### src/rtl/cdma_pkg.sv
// Constants, types and register map of the card socket DMA channel.
// Assumes a 100 MHz clock shared with the AXI4-Lite register bus.
package cdma_pkg;

   // ==========================================================
   // Register map (index; byte address is four times the index)
   // ==========================================================
   localparam logic [5:0] IDX_CUR_ADDR = 6'h00;
   localparam logic [5:0] IDX_PAGE = 6'h02;
   localparam logic [5:0] IDX_CUR_CNT = 6'h04;
   localparam logic [5:0] IDX_STATUS = 6'h08;
   localparam logic [5:0] IDX_SW_REQ = 6'h09;
   localparam logic [5:0] IDX_MODE = 6'h0B;
   localparam logic [5:0] IDX_MCLR = 6'h0D;
   localparam logic [5:0] IDX_MASK = 6'h0F;
   localparam logic [5:0] IDX_CFG = 6'h10;

   // ==========================================================
   // Field positions and reset values
   // ==========================================================
   localparam int CMD_DIS_BIT = 2;
   localparam int CFG_WIDE_BIT = 0;
   localparam int MASK_BIT = 0;
   localparam int MODE_SEL_LSB = 6;
   localparam int MODE_DEC_BIT = 5;
   localparam int MODE_AUTO_BIT = 4;
   localparam int MODE_TYPE_LSB = 2;
   localparam logic [15:0] RST_WORD = 16'h0000;
   localparam logic [7:0] RST_BYTE = 8'h00;
   localparam logic [15:0] STEP_BYTE = 16'h0001;
   localparam logic [15:0] STEP_WORD = 16'h0002;
   localparam logic [1:0] RESP_OKAY = 2'h0;
   localparam logic [1:0] RESP_SLVERR = 2'h2;

   // ==========================================================
   // Types
   // ==========================================================
   typedef enum logic [1:0] {
      MODE_DEMAND = 2'b00,
      MODE_SINGLE = 2'b01,
      MODE_BLOCK = 2'b10,
      MODE_RSVD = 2'b11
   } cdma_mode_t;

   typedef enum logic [1:0] {
      TYPE_NONE = 2'b00,
      TYPE_MEM_WRITE = 2'b01,
      TYPE_MEM_READ = 2'b10,
      TYPE_RSVD = 2'b11
   } cdma_xtype_t;

   typedef enum logic [1:0] {
      ST_IDLE = 2'b00,
      ST_ISSUE = 2'b01,
      ST_HOLD = 2'b10
   } cdma_state_t;

   // One transfer offered to the bus-master side.
   typedef struct packed {
      logic [23:0] addr;
      logic toMemory;
      logic wide;
   } cdma_xfer_t;

endpackage

### src/rtl/cdma_channel.sv
// Register file and sequencer of a single-channel distributed DMA slave.
// Assumes an AXI4-Lite master for the registers, a card request pin and a
// card presence pin from outside the clock domain, and a bus-master engine
// that takes one transfer per xferValid/xferReady handshake.
`timescale 1ns/1ps
`default_nettype none

module cdma_channel
   import cdma_pkg::*;
(
   // Clock and reset
   input wire logic clk,
   input wire logic rst_n,
   // AXI4-Lite write address
   input wire logic [7:0] s_axi_awaddr,
   input wire logic s_axi_awvalid,
   output logic s_axi_awready,
   // AXI4-Lite write data
   input wire logic [31:0] s_axi_wdata,
   input wire logic [3:0] s_axi_wstrb,
   input wire logic s_axi_wvalid,
   output logic s_axi_wready,
   // AXI4-Lite write response
   output logic [1:0] s_axi_bresp,
   output logic s_axi_bvalid,
   input wire logic s_axi_bready,
   // AXI4-Lite read
   input wire logic [7:0] s_axi_araddr,
   input wire logic s_axi_arvalid,
   output logic s_axi_arready,
   output logic [31:0] s_axi_rdata,
   output logic [1:0] s_axi_rresp,
   output logic s_axi_rvalid,
   input wire logic s_axi_rready,
   // Card socket pins
   input wire logic cardReq,
   input wire logic cardPresent,
   // Transfer requests to the bus-master engine
   output logic xferValid,
   input wire logic xferReady,
   output cdma_xfer_t xferReq
);

   // ==========================================================
   // State
   // ==========================================================
   logic [2:0] reqSync_q, reqSync_d;
   logic [2:0] presSync_q, presSync_d;
   logic reqF_q, reqF_d;
   logic presF_q, presF_d;
   logic [15:0] curAddr_q, curAddr_d, baseAddr_q, baseAddr_d;
   logic [15:0] curCnt_q, curCnt_d, baseCnt_q, baseCnt_d;
   logic [7:0] page_q, page_d;
   logic cmdDis_q, cmdDis_d;
   logic wide_q, wide_d;
   cdma_mode_t modeSel_q, modeSel_d;
   logic addrDec_q, addrDec_d;
   logic autoReload_q, autoReload_d;
   cdma_xtype_t xtype_q, xtype_d;
   logic mask_q, mask_d;
   logic tc_q, tc_d;
   logic swReq_q, swReq_d;
   cdma_state_t state_q, state_d;
   cdma_xfer_t xfer_q, xfer_d;
   logic awHeld_q, awHeld_d, wHeld_q, wHeld_d;
   logic [5:0] awIdx_q, awIdx_d;
   logic [31:0] wData_q, wData_d;
   logic [3:0] wStrb_q, wStrb_d;
   logic bvalid_q, bvalid_d;
   logic [1:0] bresp_q, bresp_d;
   logic rvalid_q, rvalid_d;
   logic [1:0] rresp_q, rresp_d;
   logic [31:0] rdata_q, rdata_d;

   // ==========================================================
   // Combinational helpers
   // ==========================================================
   logic wrFire, rdFire, xferDone, effReq, canRun, tcHit, rdStatus, mclr;
   logic [5:0] arIdx;
   logic [15:0] step, nextAddr, nextCnt;

   assign s_axi_awready = !awHeld_q;
   assign s_axi_wready = !wHeld_q;
   assign s_axi_bvalid = bvalid_q;
   assign s_axi_bresp = bresp_q;
   assign s_axi_arready = !rvalid_q;
   assign s_axi_rvalid = rvalid_q;
   assign s_axi_rdata = rdata_q;
   assign s_axi_rresp = rresp_q;
   assign xferValid = (state_q == ST_ISSUE);
   assign xferReq = xfer_q;

   assign wrFire = awHeld_q && wHeld_q && !bvalid_q;
   assign rdFire = s_axi_arvalid && !rvalid_q;
   assign arIdx = s_axi_araddr[7:2];
   assign xferDone = xferValid && xferReady;
   assign effReq = reqF_q && !mask_q;
   assign canRun = !cmdDis_q && (xtype_q == TYPE_MEM_WRITE || xtype_q == TYPE_MEM_READ);
   assign step = wide_q ? STEP_WORD : STEP_BYTE;
   assign tcHit = (curCnt_q <= step);
   assign nextCnt = curCnt_q - step;
   assign nextAddr = addrDec_q ? curAddr_q - step : curAddr_q + step;
   assign rdStatus = rdFire && (arIdx == IDX_STATUS);
   assign mclr = wrFire && (awIdx_q == IDX_MCLR);

   // Builds the transfer descriptor; a word transfer shifts the address left one bit and drops page bit 0.
   function automatic cdma_xfer_t mkXfer(input logic [15:0] a);
      cdma_xfer_t x;
      x.wide = wide_q;
      x.toMemory = (xtype_q == TYPE_MEM_WRITE);
      x.addr = wide_q ? {page_q[7:1], a, 1'b0} : {page_q, a};
      return x;
   endfunction

   // ==========================================================
   // Next state
   // ==========================================================
   always_comb begin
      reqSync_d = {reqSync_q[1:0], cardReq};
      presSync_d = {presSync_q[1:0], cardPresent};
      reqF_d = (reqSync_q[1] == reqSync_q[2]) ? reqSync_q[2] : reqF_q;
      presF_d = (presSync_q[1] == presSync_q[2]) ? presSync_q[2] : presF_q;
      curAddr_d = curAddr_q;
      baseAddr_d = baseAddr_q;
      curCnt_d = curCnt_q;
      baseCnt_d = baseCnt_q;
      page_d = page_q;
      cmdDis_d = cmdDis_q;
      wide_d = wide_q;
      modeSel_d = modeSel_q;
      addrDec_d = addrDec_q;
      autoReload_d = autoReload_q;
      xtype_d = xtype_q;
      mask_d = mask_q;
      tc_d = tc_q;
      swReq_d = swReq_q;
      state_d = state_q;
      xfer_d = xfer_q;
      awHeld_d = awHeld_q;
      awIdx_d = awIdx_q;
      wHeld_d = wHeld_q;
      wData_d = wData_q;
      wStrb_d = wStrb_q;
      bvalid_d = bvalid_q;
      bresp_d = bresp_q;
      rvalid_d = rvalid_q;
      rresp_d = rresp_q;
      rdata_d = rdata_q;

      // Write channels are taken independently and answered once both are in.
      if (s_axi_awvalid && !awHeld_q) begin
         awHeld_d = 1'b1;
         awIdx_d = s_axi_awaddr[7:2];
      end
      if (s_axi_wvalid && !wHeld_q) begin
         wHeld_d = 1'b1;
         wData_d = s_axi_wdata;
         wStrb_d = s_axi_wstrb;
      end
      if (bvalid_q && s_axi_bready) begin
         bvalid_d = 1'b0;
      end
      if (wrFire) begin
         awHeld_d = 1'b0;
         wHeld_d = 1'b0;
         bvalid_d = 1'b1;
         bresp_d = RESP_OKAY;
         unique case (awIdx_q)
            IDX_CUR_ADDR: begin
               if (wStrb_q[0]) begin
                  baseAddr_d[7:0] = wData_q[7:0];
                  curAddr_d[7:0] = wData_q[7:0];
               end
               if (wStrb_q[1]) begin
                  baseAddr_d[15:8] = wData_q[15:8];
                  curAddr_d[15:8] = wData_q[15:8];
               end
            end
            IDX_CUR_CNT: begin
               if (wStrb_q[0]) begin
                  baseCnt_d[7:0] = wData_q[7:0];
                  curCnt_d[7:0] = wData_q[7:0];
               end
               if (wStrb_q[1]) begin
                  baseCnt_d[15:8] = wData_q[15:8];
                  curCnt_d[15:8] = wData_q[15:8];
               end
            end
            IDX_PAGE: begin
               if (wStrb_q[0]) page_d = wData_q[7:0];
            end
            IDX_STATUS: begin
               if (wStrb_q[0]) cmdDis_d = wData_q[CMD_DIS_BIT];
            end
            IDX_SW_REQ: begin
               swReq_d = 1'b1;
            end
            IDX_MODE: begin
               if (wStrb_q[0]) begin
                  modeSel_d = cdma_mode_t'(wData_q[MODE_SEL_LSB +: 2]);
                  addrDec_d = wData_q[MODE_DEC_BIT];
                  autoReload_d = wData_q[MODE_AUTO_BIT];
                  xtype_d = cdma_xtype_t'(wData_q[MODE_TYPE_LSB +: 2]);
               end
            end
            IDX_CFG: begin
               if (wStrb_q[0]) wide_d = wData_q[CFG_WIDE_BIT];
            end
            IDX_MCLR, IDX_MASK: begin
            end
            default: bresp_d = RESP_SLVERR;
         endcase
      end

      // Read answers are registered; the status read side effect is below.
      if (rvalid_q && s_axi_rready) begin
         rvalid_d = 1'b0;
      end
      if (rdFire) begin
         rvalid_d = 1'b1;
         rresp_d = RESP_OKAY;
         rdata_d = 32'h0000_0000;
         unique case (arIdx)
            IDX_CUR_ADDR: rdata_d[15:0] = curAddr_q;
            IDX_PAGE: rdata_d[7:0] = page_q;
            IDX_CUR_CNT: rdata_d[15:0] = curCnt_q;
            IDX_STATUS: rdata_d[7:0] = {{4{reqF_q}}, {4{tc_q}}};
            IDX_MODE: rdata_d[7:0] = {modeSel_q, addrDec_q, autoReload_q, xtype_q, 2'b00};
            IDX_MASK: rdata_d[MASK_BIT] = mask_q;
            IDX_CFG: begin
               rdata_d[CMD_DIS_BIT] = cmdDis_q;
               rdata_d[CFG_WIDE_BIT] = wide_q;
            end
            IDX_SW_REQ, IDX_MCLR: begin
            end
            default: rresp_d = RESP_SLVERR;
         endcase
      end
      if (rdStatus) tc_d = 1'b0;

      // Transfer sequencer.
      unique case (state_q)
         ST_IDLE: begin
            if (canRun && (effReq || swReq_q)) begin
               state_d = ST_ISSUE;
               xfer_d = mkXfer(curAddr_q);
            end
         end
         ST_ISSUE: begin
            if (xferDone) begin
               curAddr_d = nextAddr;
               curCnt_d = nextCnt;
               xfer_d = mkXfer(nextAddr);
               if (tcHit) begin
                  tc_d = 1'b1;
                  // A software request written in this cycle survives the end of the block.
                  swReq_d = wrFire && (awIdx_q == IDX_SW_REQ);
                  if (autoReload_q) begin
                     curAddr_d = baseAddr_q;
                     curCnt_d = baseCnt_q;
                     xfer_d = mkXfer(baseAddr_q);
                  end
               end
               if (modeSel_q == MODE_BLOCK && !tcHit && canRun) begin
                  state_d = ST_ISSUE;
               end else if (modeSel_q == MODE_SINGLE) begin
                  state_d = ST_HOLD;
               end else begin
                  state_d = ST_IDLE;
               end
            end
         end
         ST_HOLD: begin
            if (!reqF_q) state_d = ST_IDLE;
         end
         default: state_d = ST_IDLE;
      endcase

      if (mclr) begin
         curAddr_d = RST_WORD;
         baseAddr_d = RST_WORD;
         curCnt_d = RST_WORD;
         baseCnt_d = RST_WORD;
         page_d = RST_BYTE;
         cmdDis_d = 1'b0;
         wide_d = 1'b0;
         modeSel_d = MODE_DEMAND;
         addrDec_d = 1'b0;
         autoReload_d = 1'b0;
         xtype_d = TYPE_NONE;
         mask_d = 1'b0;
         tc_d = 1'b0;
         swReq_d = 1'b0;
         if (state_q != ST_ISSUE) state_d = ST_IDLE;
      end

      // A removal in the same cycle as a master clear still masks the socket.
      // removal sets mask
      if (presF_q && !presF_d) mask_d = 1'b1;
   end

   // ==========================================================
   // Registers
   // ==========================================================
   always_ff @(posedge clk or negedge rst_n) begin
      if (!rst_n) begin
         reqSync_q <= 3'h0;
         presSync_q <= 3'h0;
         reqF_q <= 1'b0;
         presF_q <= 1'b0;
         curAddr_q <= RST_WORD;
         baseAddr_q <= RST_WORD;
         curCnt_q <= RST_WORD;
         baseCnt_q <= RST_WORD;
         page_q <= RST_BYTE;
         cmdDis_q <= 1'b0;
         wide_q <= 1'b0;
         modeSel_q <= MODE_DEMAND;
         addrDec_q <= 1'b0;
         autoReload_q <= 1'b0;
         xtype_q <= TYPE_NONE;
         mask_q <= 1'b0;
         tc_q <= 1'b0;
         swReq_q <= 1'b0;
         state_q <= ST_IDLE;
         xfer_q <= '0;
         awHeld_q <= 1'b0;
         awIdx_q <= 6'h00;
         wHeld_q <= 1'b0;
         wData_q <= 32'h0000_0000;
         wStrb_q <= 4'h0;
         bvalid_q <= 1'b0;
         bresp_q <= RESP_OKAY;
         rvalid_q <= 1'b0;
         rresp_q <= RESP_OKAY;
         rdata_q <= 32'h0000_0000;
      end else begin
         reqSync_q <= reqSync_d;
         presSync_q <= presSync_d;
         reqF_q <= reqF_d;
         presF_q <= presF_d;
         curAddr_q <= curAddr_d;
         baseAddr_q <= baseAddr_d;
         curCnt_q <= curCnt_d;
         baseCnt_q <= baseCnt_d;
         page_q <= page_d;
         cmdDis_q <= cmdDis_d;
         wide_q <= wide_d;
         modeSel_q <= modeSel_d;
         addrDec_q <= addrDec_d;
         autoReload_q <= autoReload_d;
         xtype_q <= xtype_d;
         mask_q <= mask_d;
         tc_q <= tc_d;
         swReq_q <= swReq_d;
         state_q <= state_d;
         xfer_q <= xfer_d;
         awHeld_q <= awHeld_d;
         awIdx_q <= awIdx_d;
         wHeld_q <= wHeld_d;
         wData_q <= wData_d;
         wStrb_q <= wStrb_d;
         bvalid_q <= bvalid_d;
         bresp_q <= bresp_d;
         rvalid_q <= rvalid_d;
         rresp_q <= rresp_d;
         rdata_q <= rdata_d;
      end
   end

endmodule // cdma_channel

`default_nettype wire

### config.mk
export PLATFORM = sky130hd
export DESIGN_NAME = cdma_channel
export DESIGN_NICKNAME = d
export VERILOG_FILES = /design/src/rtl/cdma_pkg.sv /design/src/rtl/cdma_channel.sv
export SDC_FILE = /design/constraint.sdc
export NUM_CORES = 1
export LEC_CHECK = 0
export BUFFER_PORTS_ARGS = -buffer_cell sky130_fd_sc_hd__buf_2
export CAP_MARGIN = 10
export CELL_PAD_IN_SITES_DETAIL_PLACEMENT = 0
export CELL_PAD_IN_SITES_GLOBAL_PLACEMENT = 1
export CORE_ASPECT_RATIO = 0.9
export CORE_MARGIN = 2
export CORE_UTILIZATION = 40
export DETAILED_ROUTE_END_ITERATION = 7
export PLACE_DENSITY = 0.74
export SLEW_MARGIN = 20
export SYNTH_ARGS = -nofsm -noshare
export SYNTH_HDL_FRONTEND = slang
export SYNTH_SLANG_ARGS = --single-unit
### constraint.sdc
create_clock -name clk -period 3.2 [get_ports clk]
set_input_delay 0.8 -clock clk [delete_from_list [all_inputs] [get_ports clk]]
set_output_delay 0.8 -clock clk [all_outputs]
set_load 0.02 [all_outputs]
==> results by group <==
Placement
  – GPL Wtd Cong: 0.8576
  – Placed Area: 9794 um2
  – Buffers on Ports: 89
  – DP Wirelength: 18,730 um

Die
  – Die ar.: 23,760 um2
  – Core region area: 22,320 um2
  – Width of the die: 162.2 um
  – Count of standard-cell rows: 52
  – I/O pin count: 130
  – Vertical extent of the die: 146.4 um
  – Initial standard-cell utilization of the core: 40.40%

Global routing
  – Via count of the first global-routing pass: 7,240
  – Antenna violations before repair: 0
  – All-layer global routing usage: a little under a quarter
  – Global routing met1 resource utilization: between 30% and 40%
  – Layer carrying the most global-route usage: met1
  – Met3 Usage GRT: roughly 4.5%
  – Final global-route overflow total: 0
  – First-pass GRT wire length: 42,160 um
  – M2 GR Usage: 33.06%
  – Largest net degree at the start of global routing: 64

Clocking
  – Cts bufs inserted: 17
  – Post-CTS clock slew at the launch and capture registers of the worst setup and hold paths: 0.07 ns
  – Hold Buf Count CTS: 0
  – Gates resized, CTS repair: 0
  – Root Driver: sky130_fd_sc_hd__clkbuf_16
  – Post-CTS Setup Inserts: 0
  – Insertion delay to the later sink of the worst-skew pair: 0.43 ns
  – Number of buffers between clock root and the deepest sink: 2
  – TritonCTS clock tree: done
  – Number of H-tree levels: 4
  – Clk sink count: 165

STA
  – RSZ-0062 raised after global routing: false
  – Clock skew: 0.01201 ns
  – Number of hold violations in the final report: 0
  – Actual slew at the worst max-slew pin: 0.9189 ns
  – Setup Total Neg Slack: 0 ns
  – Relative slew margins: 38.59%
  – Min Tclk post-route: 3.003 ns
  – Period utilization: 93.84%
  – Final Slew Violations: 0
  – Achievable frequency: between 0.3 and 0.4 GHz
  – Final setup viols: 0

Yosys
  – Number of distinct library cell variants in the gate-level netlist after synthesis: a little under 70
  – Predominant post-synthesis flop cell: sky130_fd_sc_hd__dfrtp_1
  – Cell types with the largest area share after synthesis: sky130_fd_sc_hd__dfrtp_1, sky130_fd_sc_hd__nand2_1, sky130_fd_sc_hd__a21oi_1
  – Cell area after synthesis: 9015 um2
  – Post-synth EDFFs: 0
  – Leading cell type by number of instances after synthesis: sky130_fd_sc_hd__nand2_1
  – Cells after synthesis: 992
  – Async SR Flop Fraction: 100.0%
  – Proportion of synthesized chip area in sequential cells: 45.80%
  – Most numerous cell types in the synthesized netlist: sky130_fd_sc_hd__nand2_1, sky130_fd_sc_hd__dfrtp_1, sky130_fd_sc_hd__a21oi_1, sky130_fd_sc_hd__nor2_1, sky130_fd_sc_hd__o21ai_0
  – Flops & latches, synth: between 150 and 200
  – Post-Synthesis Mean Instance Area: 9.088 um2
  – Total of warnings raised by yosys: 0
  – Top cell type's share of synthesized area: a little under half
  – Synth area leader: sky130_fd_sc_hd__dfrtp_1

Detailed routing
  – Detailed router's first-iteration violation count: 714
  – Average detailed-routed wire length per instance: around 19 um
  – Total wire length: 26,440 um
  – Drt via density: roughly 5.5
  – Count of TritonRoute iterations in the first routing pass: 5
  – Vias after detailed routing: 7,586
  – Count of nets left with antenna violations after detail routing: 0
  – Detailed-route DRC error count: 0

Layout
  – Final net count: ~1,200
  – Area Overhead vs Synth: 15.10%
  – Number of inserted diodes: 0
  – Design Area, Final: ~10,000 um2
  – Fraction of final layout cells sized beyond drive strength 1: 17.45%

Flow run
  – Max-Cap Viols: 0

Pwr
  – Max VDD drop: 0.4006 mV
  – Leakage power summed over all cells: 0.004723 uW
  – Total power divided by cell area: approximately 990 nW/um2

Critical path
  – WP data arrival: 3.34 ns
  – R2r startpoint: wide_q
  – CP required: 3.53 ns
  – Reg-to-reg endpoint: curAddr_q[14]
  – R2r setup slk: about 0.20 ns
  – CP Class: reg2reg
  – Critical path launch point type: register
  – Worst-path fanout max: 4
  – Endpoint kind of the worst setup timing path: register
  – Reg2reg path depth: 11

Worst hold path
  – End of the worst hold path: presSync_q[1]
  – Min-Delay Startpoint: presSync_q[0]
  – Type of the tightest min-delay check: reg2reg
  – Count of cells along the worst hold path: 0

Outcome
  – Status: complete, no violations
-- worst max path at each step --
stage / start / to / slack [ns] / depth (start not counted)
floorplan: wide_q / xferReq[4] / 0.006 / 15
global placement: wide_q / xferReq[13] / 0.20 / 11
detailed placement: wide_q / xferReq[13] / 0.19 / 11
CTS: wide_q / xferReq[13] / 0.19 / 11
global route: wide_q / curAddr_q[14] / 0.02 / 11
finish: wide_q / curAddr_q[14] / 0.20 / 11
-- state kept, by name, summed over array words and instances (netlist names), 8 cells and up --
| name | flops |
|---|---|
| xferReq | 26 |
| baseAddr_q | 16 |
| baseCnt_q | 16 |
| curAddr_q | 16 |
| curCnt_q | 16 |
| s_axi_rdata | 16 |
| wData_q | 16 |
| page_q | 8 |
-- cell families (layout without fill, tap and decap cells) --
kind of cell | Yosys count | in the layout | synth area share, %
AND/OR/NAND/NOR | 372 | 372 | 18.40
AO/OA/AOI/OAI | 251 | 251 | 17.82
flip-flops | 165 | 165 | 45.80
buffers and inverters | 94 | 168 | 4.913
multiplexers | 65 | 65 | 7.703
adder cells (fa/ha/maj) | 23 | 23 | 3.276
XOR/XNOR | 21 | 21 | 2.040
other | 1 | 18 | 0.04160
-- layout by cell type, fill, tap and decap left out, types with 10 or more instances in the layout --
master / count
sky130_fd_sc_hd__nand2_1: 184
sky130_fd_sc_hd__dfrtp_1: 164
sky130_fd_sc_hd__buf_2: 88
sky130_fd_sc_hd__a21oi_1: 81
sky130_fd_sc_hd__nor2_1: 77
sky130_fd_sc_hd__o21ai_0: 58
sky130_fd_sc_hd__mux2i_1: 39
sky130_fd_sc_hd__buf_4: 27
sky130_fd_sc_hd__nor3_1: 25
sky130_fd_sc_hd__mux2_2: 25
sky130_fd_sc_hd__nand3_1: 22
sky130_fd_sc_hd__ha_1: 18
sky130_fd_sc_hd__conb_1: 18
sky130_fd_sc_hd__clkbuf_16: 17
sky130_fd_sc_hd__inv_1: 15
sky130_fd_sc_hd__a211oi_1: 15
sky130_fd_sc_hd__xnor2_1: 15
sky130_fd_sc_hd__a31oi_1: 12
sky130_fd_sc_hd__and2_1: 10
-- cell type report --
type | count | area (um2)
Fill cell | 2175 | 11940
Multi-Input combinational cell | 750 | 4514
Sequential cell | 165 | 4130
Timing Repair Buffer | 119 | 714.4
Clock buffer | 19 | 442.9
Tap cell | 297 | 371.6
Clock inverter | 13 | 138.9
Inverter | 17 | 63.81
-- per-stage QoR --
| stage | power, uW | instances | util [%] | worst slack [ns] | hold slack [ns] |
|---|---|---|---|---|---|
| finish | 10240 | 1380 | 46.50 | 0.1972 | 0.3463 |
| global route | 11000 | 1380 | 46.50 | 0.02063 | 0.3550 |
| CTS | 10260 | 1380 | 46.50 | 0.1869 | 0.3463 |
| detailed placement | 8163 | 1348 | 43.89 | 0.1882 | 0.3356 |
| global placement | 8092 | 1348 | 43.89 | 0.2014 | 0.3369 |
| floorplan | 6681 | 1009 | - | 0.006160 | 0.3312 |
-- layer usage --
layer | vias up | wire, um
met2 | 238 | 11530
met5 | - | 0
li1 | 3662 | -
met3 | 33 | 1491
met4 | 0 | 554
met1 | 3653 | 12860
-- power by group --
| part | switching, uW | total [uW] | internal, uW |
|---|---|---|---|
| Clock | 941 | 2060 | 1120 |
| Combinational | 2540 | 4350 | 1800 |
| Sequential | 934 | 3830 | 2890 |
| Total | 4420 | 10200 | 5820 |
-- worst max-delay path: stages, from the launching register on --
cell and delay (ns):
sky130_fd_sc_hd__dfrtp_2 0.40, sky130_fd_sc_hd__clkinv_1 0.15, sky130_fd_sc_hd__ha_1 0.26, sky130_fd_sc_hd__fa_1 0.44
sky130_fd_sc_hd__nor2b_1 0.17, sky130_fd_sc_hd__o211ai_1 0.16, sky130_fd_sc_hd__buf_4 0.18, sky130_fd_sc_hd__a211oi_1 0.32
sky130_fd_sc_hd__a211oi_1 0.13, sky130_fd_sc_hd__xnor2_1 0.35, sky130_fd_sc_hd__nand2_1 0.11, sky130_fd_sc_hd__a211oi_1 0.22
(Power assumes the default switching activity.)
